==> config.mk <==
export PLATFORM = sky130hd
export DESIGN_NAME = pvm_vector_map
export DESIGN_NICKNAME = d
export VERILOG_FILES = /design/src/rtl/pvm_pkg.sv /design/src/rtl/pvm_vector_map.sv
export VERILOG_INCLUDE_DIRS = /design/src /design/src/rtl
export SDC_FILE = /design/constraint.sdc
export NUM_CORES = 1
export LEC_CHECK = 0
export BUFFER_PORTS_ARGS = -buffer_cell sky130_fd_sc_hd__buf_2
export CAP_MARGIN = 20
export CORE_AREA = 2 2 66 68
export CTS_CLUSTER_DIAMETER = 100
export DETAILED_ROUTE_END_ITERATION = 8
export DIE_AREA = 0 0 68 70
export GPL_TIMING_DRIVEN = 0
export PLACE_DENSITY_LB_ADDON = 0.12
export SLEW_MARGIN = 40
export SYNTH_ARGS = -nofsm -noshare
export SYNTH_HDL_FRONTEND = slang
export SYNTH_SLANG_ARGS = --single-unit
==> constraint.sdc <==
create_clock -name REF_CLK -period 2.45 [get_ports REF_CLK]
set_input_delay 0.49 -clock REF_CLK [delete_from_list [all_inputs] [get_ports REF_CLK]]
set_output_delay 0.49 -clock REF_CLK [all_outputs]
set_load 0.005 [all_outputs]
==> src/rtl/pvm_defs.svh <==
// Purpose: Constants for the peripheral interrupt vector map
// Assumes: One system clock, one asynchronous reset
// Notes:   Vector numbers are fixed by the device memory map
`ifndef PVM_DEFS_SVH
`define PVM_DEFS_SVH

// Vector count and width
// Twenty-six vector slots
`define PVM_NUM_VECTORS    26
`define PVM_VEC_W          5

// Vector numbers
// Reset slot, scan NMI
`define PVM_VEC_RESET      5'h00
`define PVM_VEC_SCAN_NMI   5'h01
`define PVM_VEC_VOLT_MON   5'h02
`define PVM_VEC_PORT_A     5'h03
`define PVM_VEC_PORT_B     5'h04
`define PVM_VEC_UNUSED     5'h05
`define PVM_VEC_RT_COUNT   5'h06
`define PVM_VEC_PERIODIC   5'h07
`define PVM_VEC_TMRA_OVF   5'h08
`define PVM_VEC_TMRA_HUNF  5'h09
`define PVM_VEC_TMRA_CMP0  5'h0A
`define PVM_VEC_TMRA_CMP1  5'h0B
`define PVM_VEC_TMRA_CMP2  5'h0C
`define PVM_VEC_TMRB       5'h0D
`define PVM_VEC_TMRD_OVF   5'h0E
`define PVM_VEC_TMRD_TRIG  5'h0F
`define PVM_VEC_COMPARATOR 5'h10
`define PVM_VEC_CONV_READY 5'h11
`define PVM_VEC_CONV_WIN   5'h12
`define PVM_VEC_TWI_SLAVE  5'h13
`define PVM_VEC_TWI_MASTER 5'h14
`define PVM_VEC_SPI        5'h15
`define PVM_VEC_SER_RXC    5'h16
`define PVM_VEC_SER_DRE    5'h17
`define PVM_VEC_SER_TXC    5'h18
`define PVM_VEC_NVM_READY  5'h19

// Sources that can really raise a flag (not reset, not vector 5)
`define PVM_SOURCE_MASK    26'h3FFFFDE
// Sources that pass regardless of the global enable
`define PVM_NMI_MASK       26'h0000002
// Reset value of all flags and of the vector output
`define PVM_FLAGS_RESET    26'h0000000
`define PVM_VEC_IDLE       5'h00

`endif

==> src/rtl/pvm_pkg.sv <==
// Purpose: Types for the peripheral interrupt vector map
// Assumes: pvm_defs.svh holds the numbers
// Notes:   All state of the top module is one packed struct
`include "pvm_defs.svh"

package pvm_pkg;

  // One bit per vector
  typedef logic [`PVM_NUM_VECTORS-1:0] pvm_vec_bits_t;

  // Vector number
  typedef logic [`PVM_VEC_W-1:0] pvm_vec_num_t;

  // Request presented to the core
  typedef struct packed {
    logic         valid;   // A request is pending
    pvm_vec_num_t vector;  // Lowest pending vector
  } pvm_core_req_t;

  // Whole state of the map
  typedef struct packed {
    pvm_vec_bits_t flags;  // Interrupt flag bits
    pvm_core_req_t req;    // Registered core request
  } pvm_state_t;

endpackage

==> src/rtl/pvm_vector_map.sv <==
// Purpose: Collect peripheral flags and present a vector to the core
// Assumes: Inputs synchronous to REF_CLK; peripherals clear flags
// Notes:   Core request lags the flag by one clock
`timescale 1ns/1ns
`include "pvm_defs.svh"

module pvm_vector_map #(
  parameter int NUM_VECTORS = `PVM_NUM_VECTORS  // Vector count
) (
  input  wire logic                          REF_CLK,        // System clock
  input  wire logic                          RST,            // Async reset, high
  input  wire pvm_pkg::pvm_vec_bits_t        SRC_EVENT,      // Condition pulses
  input  wire pvm_pkg::pvm_vec_bits_t        FLAG_CLEAR,     // Flag clear pulses
  input  wire pvm_pkg::pvm_vec_bits_t        ENABLE_BITS,    // Per-source enables
  input  wire logic                          GLOBAL_ENABLE,  // Global enable
  output logic        [NUM_VECTORS-1:0]      FLAGS,          // Flag register view
  output logic        [NUM_VECTORS-1:0]      REQ_LINES,      // Enabled requests
  output logic                               IRQ_VALID,      // Core request valid
  output pvm_pkg::pvm_vec_num_t              IRQ_VECTOR      // Core vector number
);

  // Elaboration check: the map is fixed at this count
  if (NUM_VECTORS != `PVM_NUM_VECTORS)
  begin : g_bad_count
    $error("pvm_vector_map supports only the fixed vector count");
  end

  pvm_pkg::pvm_state_t    state_reg;   // Registered state
  pvm_pkg::pvm_state_t    state_next;  // Next state
  pvm_pkg::pvm_vec_bits_t req_lines;   // Flag and enable per source
  pvm_pkg::pvm_vec_bits_t req_gated;   // After global gate

  // Masks as typed constants so single bits can be picked
  localparam pvm_pkg::pvm_vec_bits_t src_mask = `PVM_SOURCE_MASK;  // Real sources
  localparam pvm_pkg::pvm_vec_bits_t nmi_mask = `PVM_NMI_MASK;     // Global bypass

  // One slot per vector
  // Per-source request from flag and enable
  for (genvar g = 0; g < `PVM_NUM_VECTORS; g++)
  begin : g_src
    assign req_lines[g] = state_reg.flags[g] & ENABLE_BITS[g];
    assign req_gated[g] = req_lines[g] & (GLOBAL_ENABLE | nmi_mask[g]);
  end

  // Next state: flags and priority pick
  always_comb
  begin
    state_next = state_reg;
    // Event sets flag, set beats clear
    // Flag held until peripheral clears it
    state_next.flags = ((state_reg.flags & ~FLAG_CLEAR) | SRC_EVENT) & src_mask;
    state_next.req.valid  = 1'b0;
    state_next.req.vector = `PVM_VEC_IDLE;
    for (int i = `PVM_NUM_VECTORS - 1; i >= 0; i--)
    begin
      if (req_gated[i])
      begin
        state_next.req.valid  = 1'b1;
        state_next.req.vector = pvm_pkg::pvm_vec_num_t'(i);
      end
    end
  end

  // State register
  always_ff @(posedge REF_CLK or posedge RST)
  begin
    if (RST)
    begin
      state_reg.flags      <= `PVM_FLAGS_RESET;
      state_reg.req.valid  <= 1'b0;
      state_reg.req.vector <= `PVM_VEC_IDLE;
    end
    else
    begin
      state_reg <= state_next;
    end
  end

  // Outputs
  // Per-source enables applied to REQ_LINES and the core request, global enable to the core request only, neither to FLAGS
  assign FLAGS      = state_reg.flags;
  assign REQ_LINES  = req_lines;
  assign IRQ_VALID  = state_reg.req.valid;
  assign IRQ_VECTOR = state_reg.req.vector;
endmodule

Word-level counts from Yosys, hierarchy flattened
Cells that the tools add are included.
Storage, ports and cells
  logic and storage cells: 77
  output and inout port bits: 58
  flip-flop bits (word level): 30
  input port bits: 81
Cells by class
  bitwise gates (word level): 50
  muxes and demuxes: 24
Operators with widths (number)
  two-way mux 6 bit: 24
  AND 1 bit: 47
  AND 26 bit: 1
  NOT 26 bit: 1
  bitwise OR 26 bit: 1

Longest topological paths before layout
Gate-level depths: netlist of run 1.
  word-level depth: 26
  mapped depth: 6
  mapped depth without buffers: 6

Worst setup path after synthesis of run 1
OpenSTA, ideal clock, no wires.
  path kind: input to register
  from: input ENABLE_BITS[8]
  to: register state_reg, in the netlist IRQ_VECTOR[1]
  setup slack: 1.070 ns
  library setup time: 0.082 ns
  required time: 2.368 ns
  stages on the path: 5
  buffers on the path: 0
  arrival: 1.298 ns
  cell sequence: nand2_1 nand2_4 or3_1 a31o_1 a31oi_1
RTL lines
  from (decl): line pvm_vector_map.sv:14  | input wire pvm_pkg::pvm_vec_bits_t ENABLE_BITS,
  to (signal assigned): line pvm_vector_map.sv:75  | state_reg <= state_next;
  to (decl): line pvm_vector_map.sv:28  | pvm_pkg::pvm_state_t state_reg;

Worst setup path in the final report of run 1
  from: register state_reg, in the netlist FLAGS[1]
  to: output REQ_LINES[1]
Between the ends
  longest elaborated chain between the ends: 1
RTL lines
  AND 1 bit: line pvm_vector_map.sv:41  | assign req_lines[g] = state_reg.flags[g] & ENABLE_BITS[g];
  to (decl): line pvm_vector_map.sv:17  | output logic [NUM_VECTORS-1:0] REQ_LINES,
No other way between the ends.

==> results of run 1 <==
-- cell type report --
class,instances,area [µm²],area share
sequential,30,750.7,0.3158
multi-input combinational,106,664.4,0.2795
tap,52,65.06,0.02737
buffer,5,35.03,0.01474
clock buffer,6,82.58,0.03474
timing repair buffer,128,640.6,0.2695
inverter,37,138.9,0.05842
-- placed cells by master, fill, tap and decap left out, types with 3 or more instances in the layout --
cell | synthesis | final
o21ai_1 | 4 | 4
conb_1 | 1 | 4
dfrtp_1 | 30 | 30
clkbuf_8 | 0 | 6
a21oi_1 | 4 | 4
and2_1 | 9 | 9
buf_4 | 4 | 4
nand2_1 | 14 | 14
inv_1 | 37 | 36
o21ai_0 | 6 | 6
nand3_1 | 7 | 7
a21o_1 | 22 | 22
nor2_1 | 3 | 3
buf_2 | 1 | 129
-- through the flow --
| step | utilization | instances | area, µm² |
|---|---|---|---|
| 5_1_grt | 0.5737 | 364 | 2377 |
| 3_5_place_dp | 0.5537 | 358 | 2295 |
| 3_3_place_gp | 0.5537 | 358 | 2295 |
| 6_report | 0.5737 | 364 | 2377 |
| 2_1_floorplan | - | 178 | 1589 |
| 4_1_cts | 0.5737 | 364 | 2377 |
-- registers in the layout, summed over array words and instances, names as in the netlist --
register	cells
FLAGS	24
IRQ_VECTOR	5
IRQ_VALID	1
-- where the power goes --
part	switching (mW)	internal (mW)
clock network	0.162	0.216
registers	0.0223	0.533
logic	0.136	0.150
-- metal layers --
metal  share of wire  up-vias  track usage
met5               0        -            0
met4           0.013        0      0.06667
met3           0.094        5      0.05475
met2            0.47       79       0.2859
met1            0.42      723       0.2164
li1                -      844            -
-- cell families after synthesis --
kind of cell	share of synthesized area
AO/OA/AOI/OAI	0.2332
buffers and inverters	0.1102
flip-flops	0.4758
other	0.002377
AND/OR/NAND/NOR	0.1784
-- final timing paths --
kind | from | to | cells past startpoint
max | FLAGS[1] | REQ_LINES[1] | 3
min | RST | FLAGS[8] | 2
max reg2reg | FLAGS[6] | IRQ_VALID | 5
min reg2reg | FLAGS[21] | FLAGS[21] | 1
max in group asynchronous | RST | FLAGS[25] | 2
min in group REF_CLK | SRC_EVENT[22] | FLAGS[22] | 2
-- critical path: stages (launching register included) --
cell,delay (ns)
dfrtp_1,0.38
nand2_1,0.19
inv_1,0.09
buf_2,0.14
==> summary.txt, run 1 <==
Worst setup path
  • Setup slack, reg-to-reg: 1.04 ns
  • Crit end category: output pin
  • Critical Path Start Type: flop
  • Critical path class: reg2out
  • Arrival @ worst endpoint: 1.07 ns
  • Crit path max fanout: 6
  • Worst EP required: 1.96 ns

Status
  • Outcome: finished clean

Power
  • Leak pwr: 1.450 nW
  • Worst vdd ir: 0.2764 mV
  • Pwr Total: 1.219 mW
  • Pwr dens: 512.7 nW/µm²

Route
  • Routed wire length: 4038 µm
  • Routed vias: 1651
  • Vias per inst: 4.536
  • TritonRoute pass-1 iters: 4
  • DRT iter0 DRCs: 41
  • DRC Markers: 0
  • Post-route ant nets: 0
  • Routed len/inst: 11.09 µm

GRT
  • GRT overflow: 0
  • Initial antenna violation count: 0
  • Largest net degree at the start of global routing: 31
  • First-pass GRT wire length: 6313 µm
  • Global Route Usage Sum: 0.1767
  • Vias in the first global route: 1495

CTS
  • # Post-CTS Setup Buffers: 0
  • TritonCTS Buffers: 5
  • Resized Gates After CTS: 0
  • Clock transition at path regs: 0.06 ns
  • Root cell of the clock tree: clkbuf_8
  • CTS tree: built
  • # hold bufs at CTS: 0
  • Htree depth: 2
  • Clk Latency, worst-skew pair: 0.27 ns
  • Clock sink total: 30
  • Clock Path Buffers: 2

Floorplanning
  • Core area: 4144 µm²
  • Die Height: 70 µm
  • Die Area: 4760 µm²
  • Die W: 68 µm
  • # IOs: 139
  • Row Count: 24
  • Initial Util: 0.3807

Final layout
  • Diode count: 0
  • Layout Area Growth over Synthesis: 50.67%
  • Proportion of layout cells with a drive suffix above 1: 0.4808
  • Fillers: 397
  • Final nets: 394

Run
  • Max_cap viols: 0

Placement
  • Port-buffer cells: 128
  • DPL Wire Length: 3359 µm
  • Gpl congestion: 0.7470
  • Place WS: 0.8695 ns

STA
  • Worst-Margin Slew: 0.6058 ns
  • Setup WS post-layout: 0.8862 ns
  • Worst clock skew: 0.003529 ns
  • RSZ-0062 raised after global routing: no
  • Period minus WS final: 1.564 ns
  • Hold WS: 0.2822 ns
  • Slew HR: 0.5956
  • Setup TNS: 0 ns
  • Max Freq: 639.5 MHz
  • Final Hold Fails: 0
  • Final Slew Violations: 0
  • Final setup vio count: 0
  • Final worst-path cycle share: 0.6383

Logic synthesis
  • Yosys cell types: 38
  • Register area share after synthesis: 0.4758
  • Count leader, synth: inv_1
  • Yosys top cell by area: dfrtp_1
  • Register bit total from synthesis: 30
  • Post-synth EDFFs: 0
  • Post-Synthesis Cell Area: 1578 µm²
  • Area share of the largest cell type after synthesis: 0.4758
  • Post-Synthesis Cells: 175
  • Synth warn: 0
  • Syn_area_per_cell: 9.016 µm²
  • Prevailing post-synth register cell: dfrtp_1
  • Synth cell count leaders: 37 x inv_1, 30 x dfrtp_1, 22 x a21o_1, 14 x nand2_1, 9 x and2_1
  • Synth area leaders: dfrtp_1 48%, a21o_1 10%, inv_1 8.8%
  • Async SR Flop Fraction: 1.000

Worst hold path
  • Worst hold path class: in2async
No activity file was read; power rests on OpenSTA's default activity.
==> run 2, diff against run 1 <==
Settings changed: CORE_AREA 2 2 66 68 to 2 2 68 70, DIE_AREA 0 0 68 70 to 0 0 70 72.
Clock period 2.45 ns to 1.5 ns, I/O delays scaled along.
==> summary.txt, run 2 (synthesized netlist as in run 1, its figures left out) <==
Power
  • Clock share of power: 0.298 (-0.012)
  • Pwr dens: 827.0 nW/µm² (+61%)
  • Worst vdd ir: 0.4364 mV (+58%)
  • Sequential share of power: 0.458 (+0.003)
  • Combinational fraction of design power: 0.244 (+0.009)
  • Leak pwr: 1.459 nW (+0.66%)
  • Sw Pwr: 540.5 µW (+69%)
  • Switching Fraction: 0.2724 (+0.009988)
  • Int Pwr: 1.444 mW (+61%)

Floorplanning
  • Row Count: 24 (unchanged)
  • # IOs: 139 (unchanged)
  • Die W: 70 µm (+2.9%)
  • Initial Util: 0.3700 (-0.01073)
  • Die Height: 72 µm (+2.9%)
  • Die Area: 5040 µm² (+5.9%)
  • Core area: 4264 µm² (+2.9%)

Placement
  • DPL Wire Length: 3592 µm (+6.9%)
  • Port-buffer cells: 128 (unchanged)
  • Gpl congestion: 0.7670 (+2.7%)
  • Placed instance count: 358 (unchanged)
  • Placed Area: 2295 µm² (unchanged)
  • Place WS: 0.08351 ns (-0.7860 ns)

CTS
  • Root cell of the clock tree: clkbuf_8
  • Clock Path Buffers: 2 (unchanged)
  • Clock sink total: 30 (unchanged)
  • Clock transition at path regs: 0.06 ns (about the same)
  • TritonCTS Buffers: 5 (unchanged)
  • CTS tree: built
  • # hold bufs at CTS: 0 (unchanged)
  • Htree depth: 2 (unchanged)
  • Clk Latency, worst-skew pair: 0.28 ns (about the same)

Final layout
  • Fin area: 2400 µm² (+0.95%)
  • Fin util: 0.5628 (-0.01088)
  • Final nets: 395 (+0.25%)
  • Finished Layout Cells: 366 (+0.55%)
  • Layout Area Growth over Synthesis: 52.10%
  • Commonest non-fill, non-tap cell in the layout: buf_2
  • Most frequent cells in the layout: 129 x buf_2, 36 x inv_1, 30 x dfrtp_1
  • Max reg flops: 24 (unchanged)
  • Fillers: 408 (+2.8%)
  • Diode count: 0 (unchanged)
  • Proportion of layout cells with a drive suffix above 1: 0.5000 (+0.01923)

Worst setup path
  • Arrival @ worst endpoint: 1.61 ns (+0.54 ns)
  • Worst EP required: 1.69 ns (-0.27 ns)
  • RR Startpoint: FLAGS[4]
  • Critical path class: reg2reg
  • CP Launch Point: FLAGS[4]
  • Crit path max fanout: 4 (-2)
  • Critical Path Start Type: flop
  • Crit end category: flop

Route
  • TritonRoute pass-1 iters: 4 (unchanged)
  • DRT iter0 DRCs: 38 (-7.3%)
  • Vias per inst: 4.593 (+1.3%)
  • Routed wire length: 4365 µm (+8.1%)
  • DRC Markers: 0 (unchanged)
  • Post-route ant nets: 0 (unchanged)
  • Routed len/inst: 11.93 µm (+7.5%)
  • Routed vias: 1681 (+1.8%)

STA
  • Worst clock skew: 0.007236 ns (+0.003707 ns)
  • Period minus WS final: 1.417 ns
  • Final worst-path cycle share: 0.9445
  • Final Hold Fails: 0 (unchanged)
  • Max Freq: 705.8 MHz
  • Slew HR: 0.5736 (-0.02198)
  • Worst-Margin Slew: 0.6387 ns (+0.03292 ns)
  • Final Slew Violations: 0 (unchanged)
  • Setup WS post-layout: 0.08323 ns (-0.8029 ns)
  • Final setup vio count: 0 (unchanged)

Run
  • Max_cap viols: 0 (unchanged)

Status
  • Outcome: finished clean

GRT
  • Vias in the first global route: 1684 (+13%)
  • Global Route Usage Sum: 0.1783 (+0.001603)
  • Initial antenna violation count: 0 (unchanged)
  • Largest net degree at the start of global routing: 31 (unchanged)
  • GRT overflow: 0 (unchanged)
  • First-pass GRT wire length: 7120 µm (+13%)

Worst hold path
  • Worst hold path class: in2async
[run 2: metal layers]
metal  track usage  vias to the layer above  routed length [µm]
met4       0.07051                        0                  55
met3       0.05139                        6                 367
met2        0.3249                       74                2220
li1              -                      844                   -
met1        0.1968                      757                1720
met5             0                        -                   0
[run 2: path summary, 6_finish.rpt]
check / end / slack, ns / depth (start not counted)
worst max-delay path: IRQ_VECTOR[1] / 0.08 / 4
worst min-delay path: FLAGS[8] / 0.11 / 2
worst max register to register: IRQ_VECTOR[1] / 0.08 / 4
worst min register to register: FLAGS[1] / 0.49 / 1
max in group asynchronous: IRQ_VALID / 0.97 / 2
min in group REF_CLK: FLAGS[17] / 0.20 / 2
[run 2: metrics by stage]
| stage | power, mW | hold WS [ns] | TNS, ns |
|---|---|---|---|
| floorplan | 1.151 | 0.3908 | 0 |
| global placement | 1.388 | 0.4737 | 0 |
| detailed placement | 1.397 | 0.4263 | 0 |
| CTS | 2.001 | 0.1250 | 0 |
| global route | 2.121 | 0.1671 | -0.006442 |
| finish | 1.985 | 0.1067 | 0 |
[run 2: cell type report]
type                       instances  area (µm²)  share of cell area
sequential                        30       750.7              0.3128
multi-input combinational        106       685.7              0.2857
timing repair buffer             129       648.1              0.2701
inverter                          37       138.9             0.05787
clock buffer                       7       76.32             0.03180
tap                               52       65.06             0.02711
buffer                             5       35.03             0.01460
[run 2: power by group through the flow]
| stage | registers, mW | logic, mW | clock network [mW] |
|---|---|---|---|
| 4_1_cts | 0.908 | 0.477 | 0.616 |
| 6_report | 0.909 | 0.485 | 0.591 |
| 3_3_place_gp | 0.921 | 0.468 | 0 |
| 3_5_place_dp | 0.923 | 0.474 | 0 |
| 2_1_floorplan | 0.927 | 0.224 | 0 |
| 5_1_grt | 0.918 | 0.548 | 0.655 |
[run 2: critical path, stage by stage, from the launching register on]
cell	delay, ns
dfrtp_1	0.41
and2_4	0.18
or3_1	0.38
a31o_1	0.21
a31oi_1	0.16
[run 2: what timing repair did]
item / CTS / global route
buffers inserted: 0 / 1
endpoints found under the setup margin: 0 / 3
resized for setup: 0 / 9
==> run 3, diff against run 2 <==
Settings changed: CORE_AREA 2 2 68 70 to 2 2 87 55, DIE_AREA 0 0 70 72 to 0 0 89 57, GPL_TIMING_DRIVEN 0 to default.
==> summary.txt, run 3 (synthesized netlist as in run 1, its figures left out) <==
GRT
  • Initial antenna violation count: 0 (unchanged)
  • Vias in the first global route: 1545 (-8.3%)
  • Global Route Usage Sum: 0.1795 (+0.001158)
  • Met2 Use GR: 0.2484 (-0.07647)
  • M1 GR Usage: 0.2700 (+0.07322)
  • Most used routing layer: met1
  • Grt met3 use: 0.06512 (+0.01373)
  • GRT overflow: 0 (unchanged)
  • Largest net degree at the start of global routing: 31 (unchanged)
  • First-pass GRT wire length: 6941 µm (-2.5%)

STA
  • RSZ-0062 raised after global routing: no
  • Worst clock skew: 0.003322 ns (-0.003914 ns)
  • Final Hold Fails: 0 (unchanged)
  • Period minus WS final: 1.402 ns (-0.01499 ns)
  • Final Slew Violations: 0 (unchanged)
  • Setup TNS: 0 ns (unchanged)
  • Max Freq: 713.4 MHz (+1.1%)
  • Final worst-path cycle share: 0.9345 (-0.009994)
  • Final setup vio count: 0 (unchanged)

Placement
  • Port-buffer cells: 128 (unchanged)
  • Placed Area: 2303 µm² (+0.38%)
  • Gpl congestion: 0.8008 (+4.4%)
  • DPL Wire Length: 3637 µm (+1.3%)
  • Placed instance count: 368 (+2.8%)

Worst setup path
  • Worst path max stage delay: 0.39 ns (-0.02 ns)
  • CP top delay family: flip-flops
  • Setup slack, reg-to-reg: 0.11 ns (+0.03 ns)
  • Slowest CP cell: dfrtp_1
  • Crit end category: output pin
  • Arrival @ worst endpoint: 1.10 ns (-0.51 ns)
  • Crit path max fanout: 6 (+2)
  • FF-to-FF path depth: 4 (unchanged)
  • Worst-path cell chain: nand2_1 -> inv_1 -> buf_2
  • Critical path class: reg2out
  • CP Launch Point: FLAGS[1]
  • Worst flop-to-flop path endpoint: IRQ_VECTOR[1]
  • Worst EP required: 1.20 ns (-0.49 ns)
  • CP Buf/Inv Count: 2 (+2)
  • RR Startpoint: FLAGS[4]
  • Critical Path Start Type: flop

Final layout
  • Register Area: 750.7 µm² (unchanged)
  • Fin area: 2434 µm² (+1.4%)
  • Commonest non-fill, non-tap cell in the layout: buf_2
  • Diode count: 0 (unchanged)
  • Layout Area Growth over Synthesis: 54.24%
  • Final nets: 393 (-0.51%)
  • Max reg flops: 24 (unchanged)
  • Finished Layout Cells: 376 (+2.7%)
  • Fillers: 421 (+3.2%)
  • Proportion of layout cells with a drive suffix above 1: 0.4920 (-0.007987)
  • Multi-input gate area: 684.4 µm² (-0.18%)
  • Most frequent cells in the layout: 128 x buf_2, 37 x inv_1, 30 x dfrtp_1

Route
  • Routed vias: 1641 (-2.4%)
  • Vias per inst: 4.364 (-5.0%)
  • Post-route ant nets: 0 (unchanged)
  • Routed len/inst: 11.56 µm (-3.1%)
  • TritonRoute pass-1 iters: 4 (unchanged)
  • Routed wire length: 4347 µm (-0.41%)
  • DRT iter0 DRCs: 30 (-21%)
  • DRC Markers: 0 (unchanged)

Power
  • Leak pwr: 1.465 nW (+0.39%)
  • Worst vdd ir: 0.4771 mV (+9.3%)
  • Pwr Total: 2.137 mW (+7.7%)
  • Pwr dens: 878.3 nW/µm² (+6.2%)

CTS
  • TritonCTS Buffers: 5 (unchanged)
  • Htree depth: 2 (unchanged)
  • CTS tree: built
  • Clock Path Buffers: 2 (unchanged)
  • Clock sink total: 30 (unchanged)
  • Root cell of the clock tree: clkbuf_8
  • Clk Latency, worst-skew pair: 0.27 ns (about the same)
  • Clock transition at path regs: 0.06 ns (about the same)

Floorplanning
  • Initial Util: 0.3607 (-0.009314)
  • Die W: 89 µm (+27%)
  • Die Area: 5073 µm² (+0.65%)
  • # IOs: 139 (unchanged)
  • Core area: 4374 µm² (+2.6%)
  • Die Height: 57 µm (-21%)
  • Row Count: 19 (-21%)

Run
  • Max_cap viols: 0 (unchanged)

Worst hold path
  • Worst hold path class: in2async

Status
  • Outcome: finished clean
run 3: cell count changes in the layout (fill, tap and decap cells not counted), sizes merged:
cell    before  now
buf        134  132
clkbuf       7    8
run 3: tightest hold or removal path: stages:
cell and delay, ns:
buf_2 0.09, inv_1 0.04, buf_4 0.34
run 3: repair_timing:
item                                    4_1_cts  5_1_grt
endpoints found under the hold margin         0        0
buffers inserted                              0        0
hold buffers                                  0        0
resized for setup                             0        5
endpoints found under the setup margin        0        2
run 3: area by class of cell:
class                      count  share of cell area
multi-input combinational    106              0.2812
tap                           63             0.03239
timing repair buffer         132              0.2756
clock buffer                   8             0.04524
sequential                    30              0.3085
inverter                      37             0.05707
run 3: worst max path at each step:
stage	end	slack, ns	cells after the start
CTS	IRQ_VECTOR[1]	0.1	5
detailed placement	IRQ_VECTOR[1]	0.10	6
global placement	IRQ_VECTOR[1]	0.11	6
floorplan	IRQ_VECTOR[1]	0.19	4
global route	IRQ_VALID	0.00008	5
finish	REQ_LINES[1]	0.1	3
run 3: power by group:
group | internal, mW | total, mW | switching (mW)
combinational | 0.251 | 0.480 | 0.229
sequential | 0.870 | 0.910 | 0.0400
clock | 0.463 | 0.748 | 0.285
run 3: per-layer routing:
metal / routed length (µm) / vias to the layer above
met5: 0 / -
met2: 1768 / 69
met1: 2178 / 726
li1: - / 844
met4: 19 / 0
met3: 380 / 2
run 3: stage by stage:
| step | hold WS, ns | setup WS (ns) | utilization |
|---|---|---|---|
| 2_1_floorplan | 0.3908 | 0.1888 | - |
| 3_3_place_gp | 0.4007 | 0.1118 | 0.5266 |
| 3_5_place_dp | 0.4046 | 0.1017 | 0.5266 |
| 4_1_cts | 0.1008 | 0.09734 | 0.5518 |
| 5_1_grt | 0.1440 | 0.00007916 | 0.5564 |
| 6_report | 0.08684 | 0.09822 | 0.5564 |
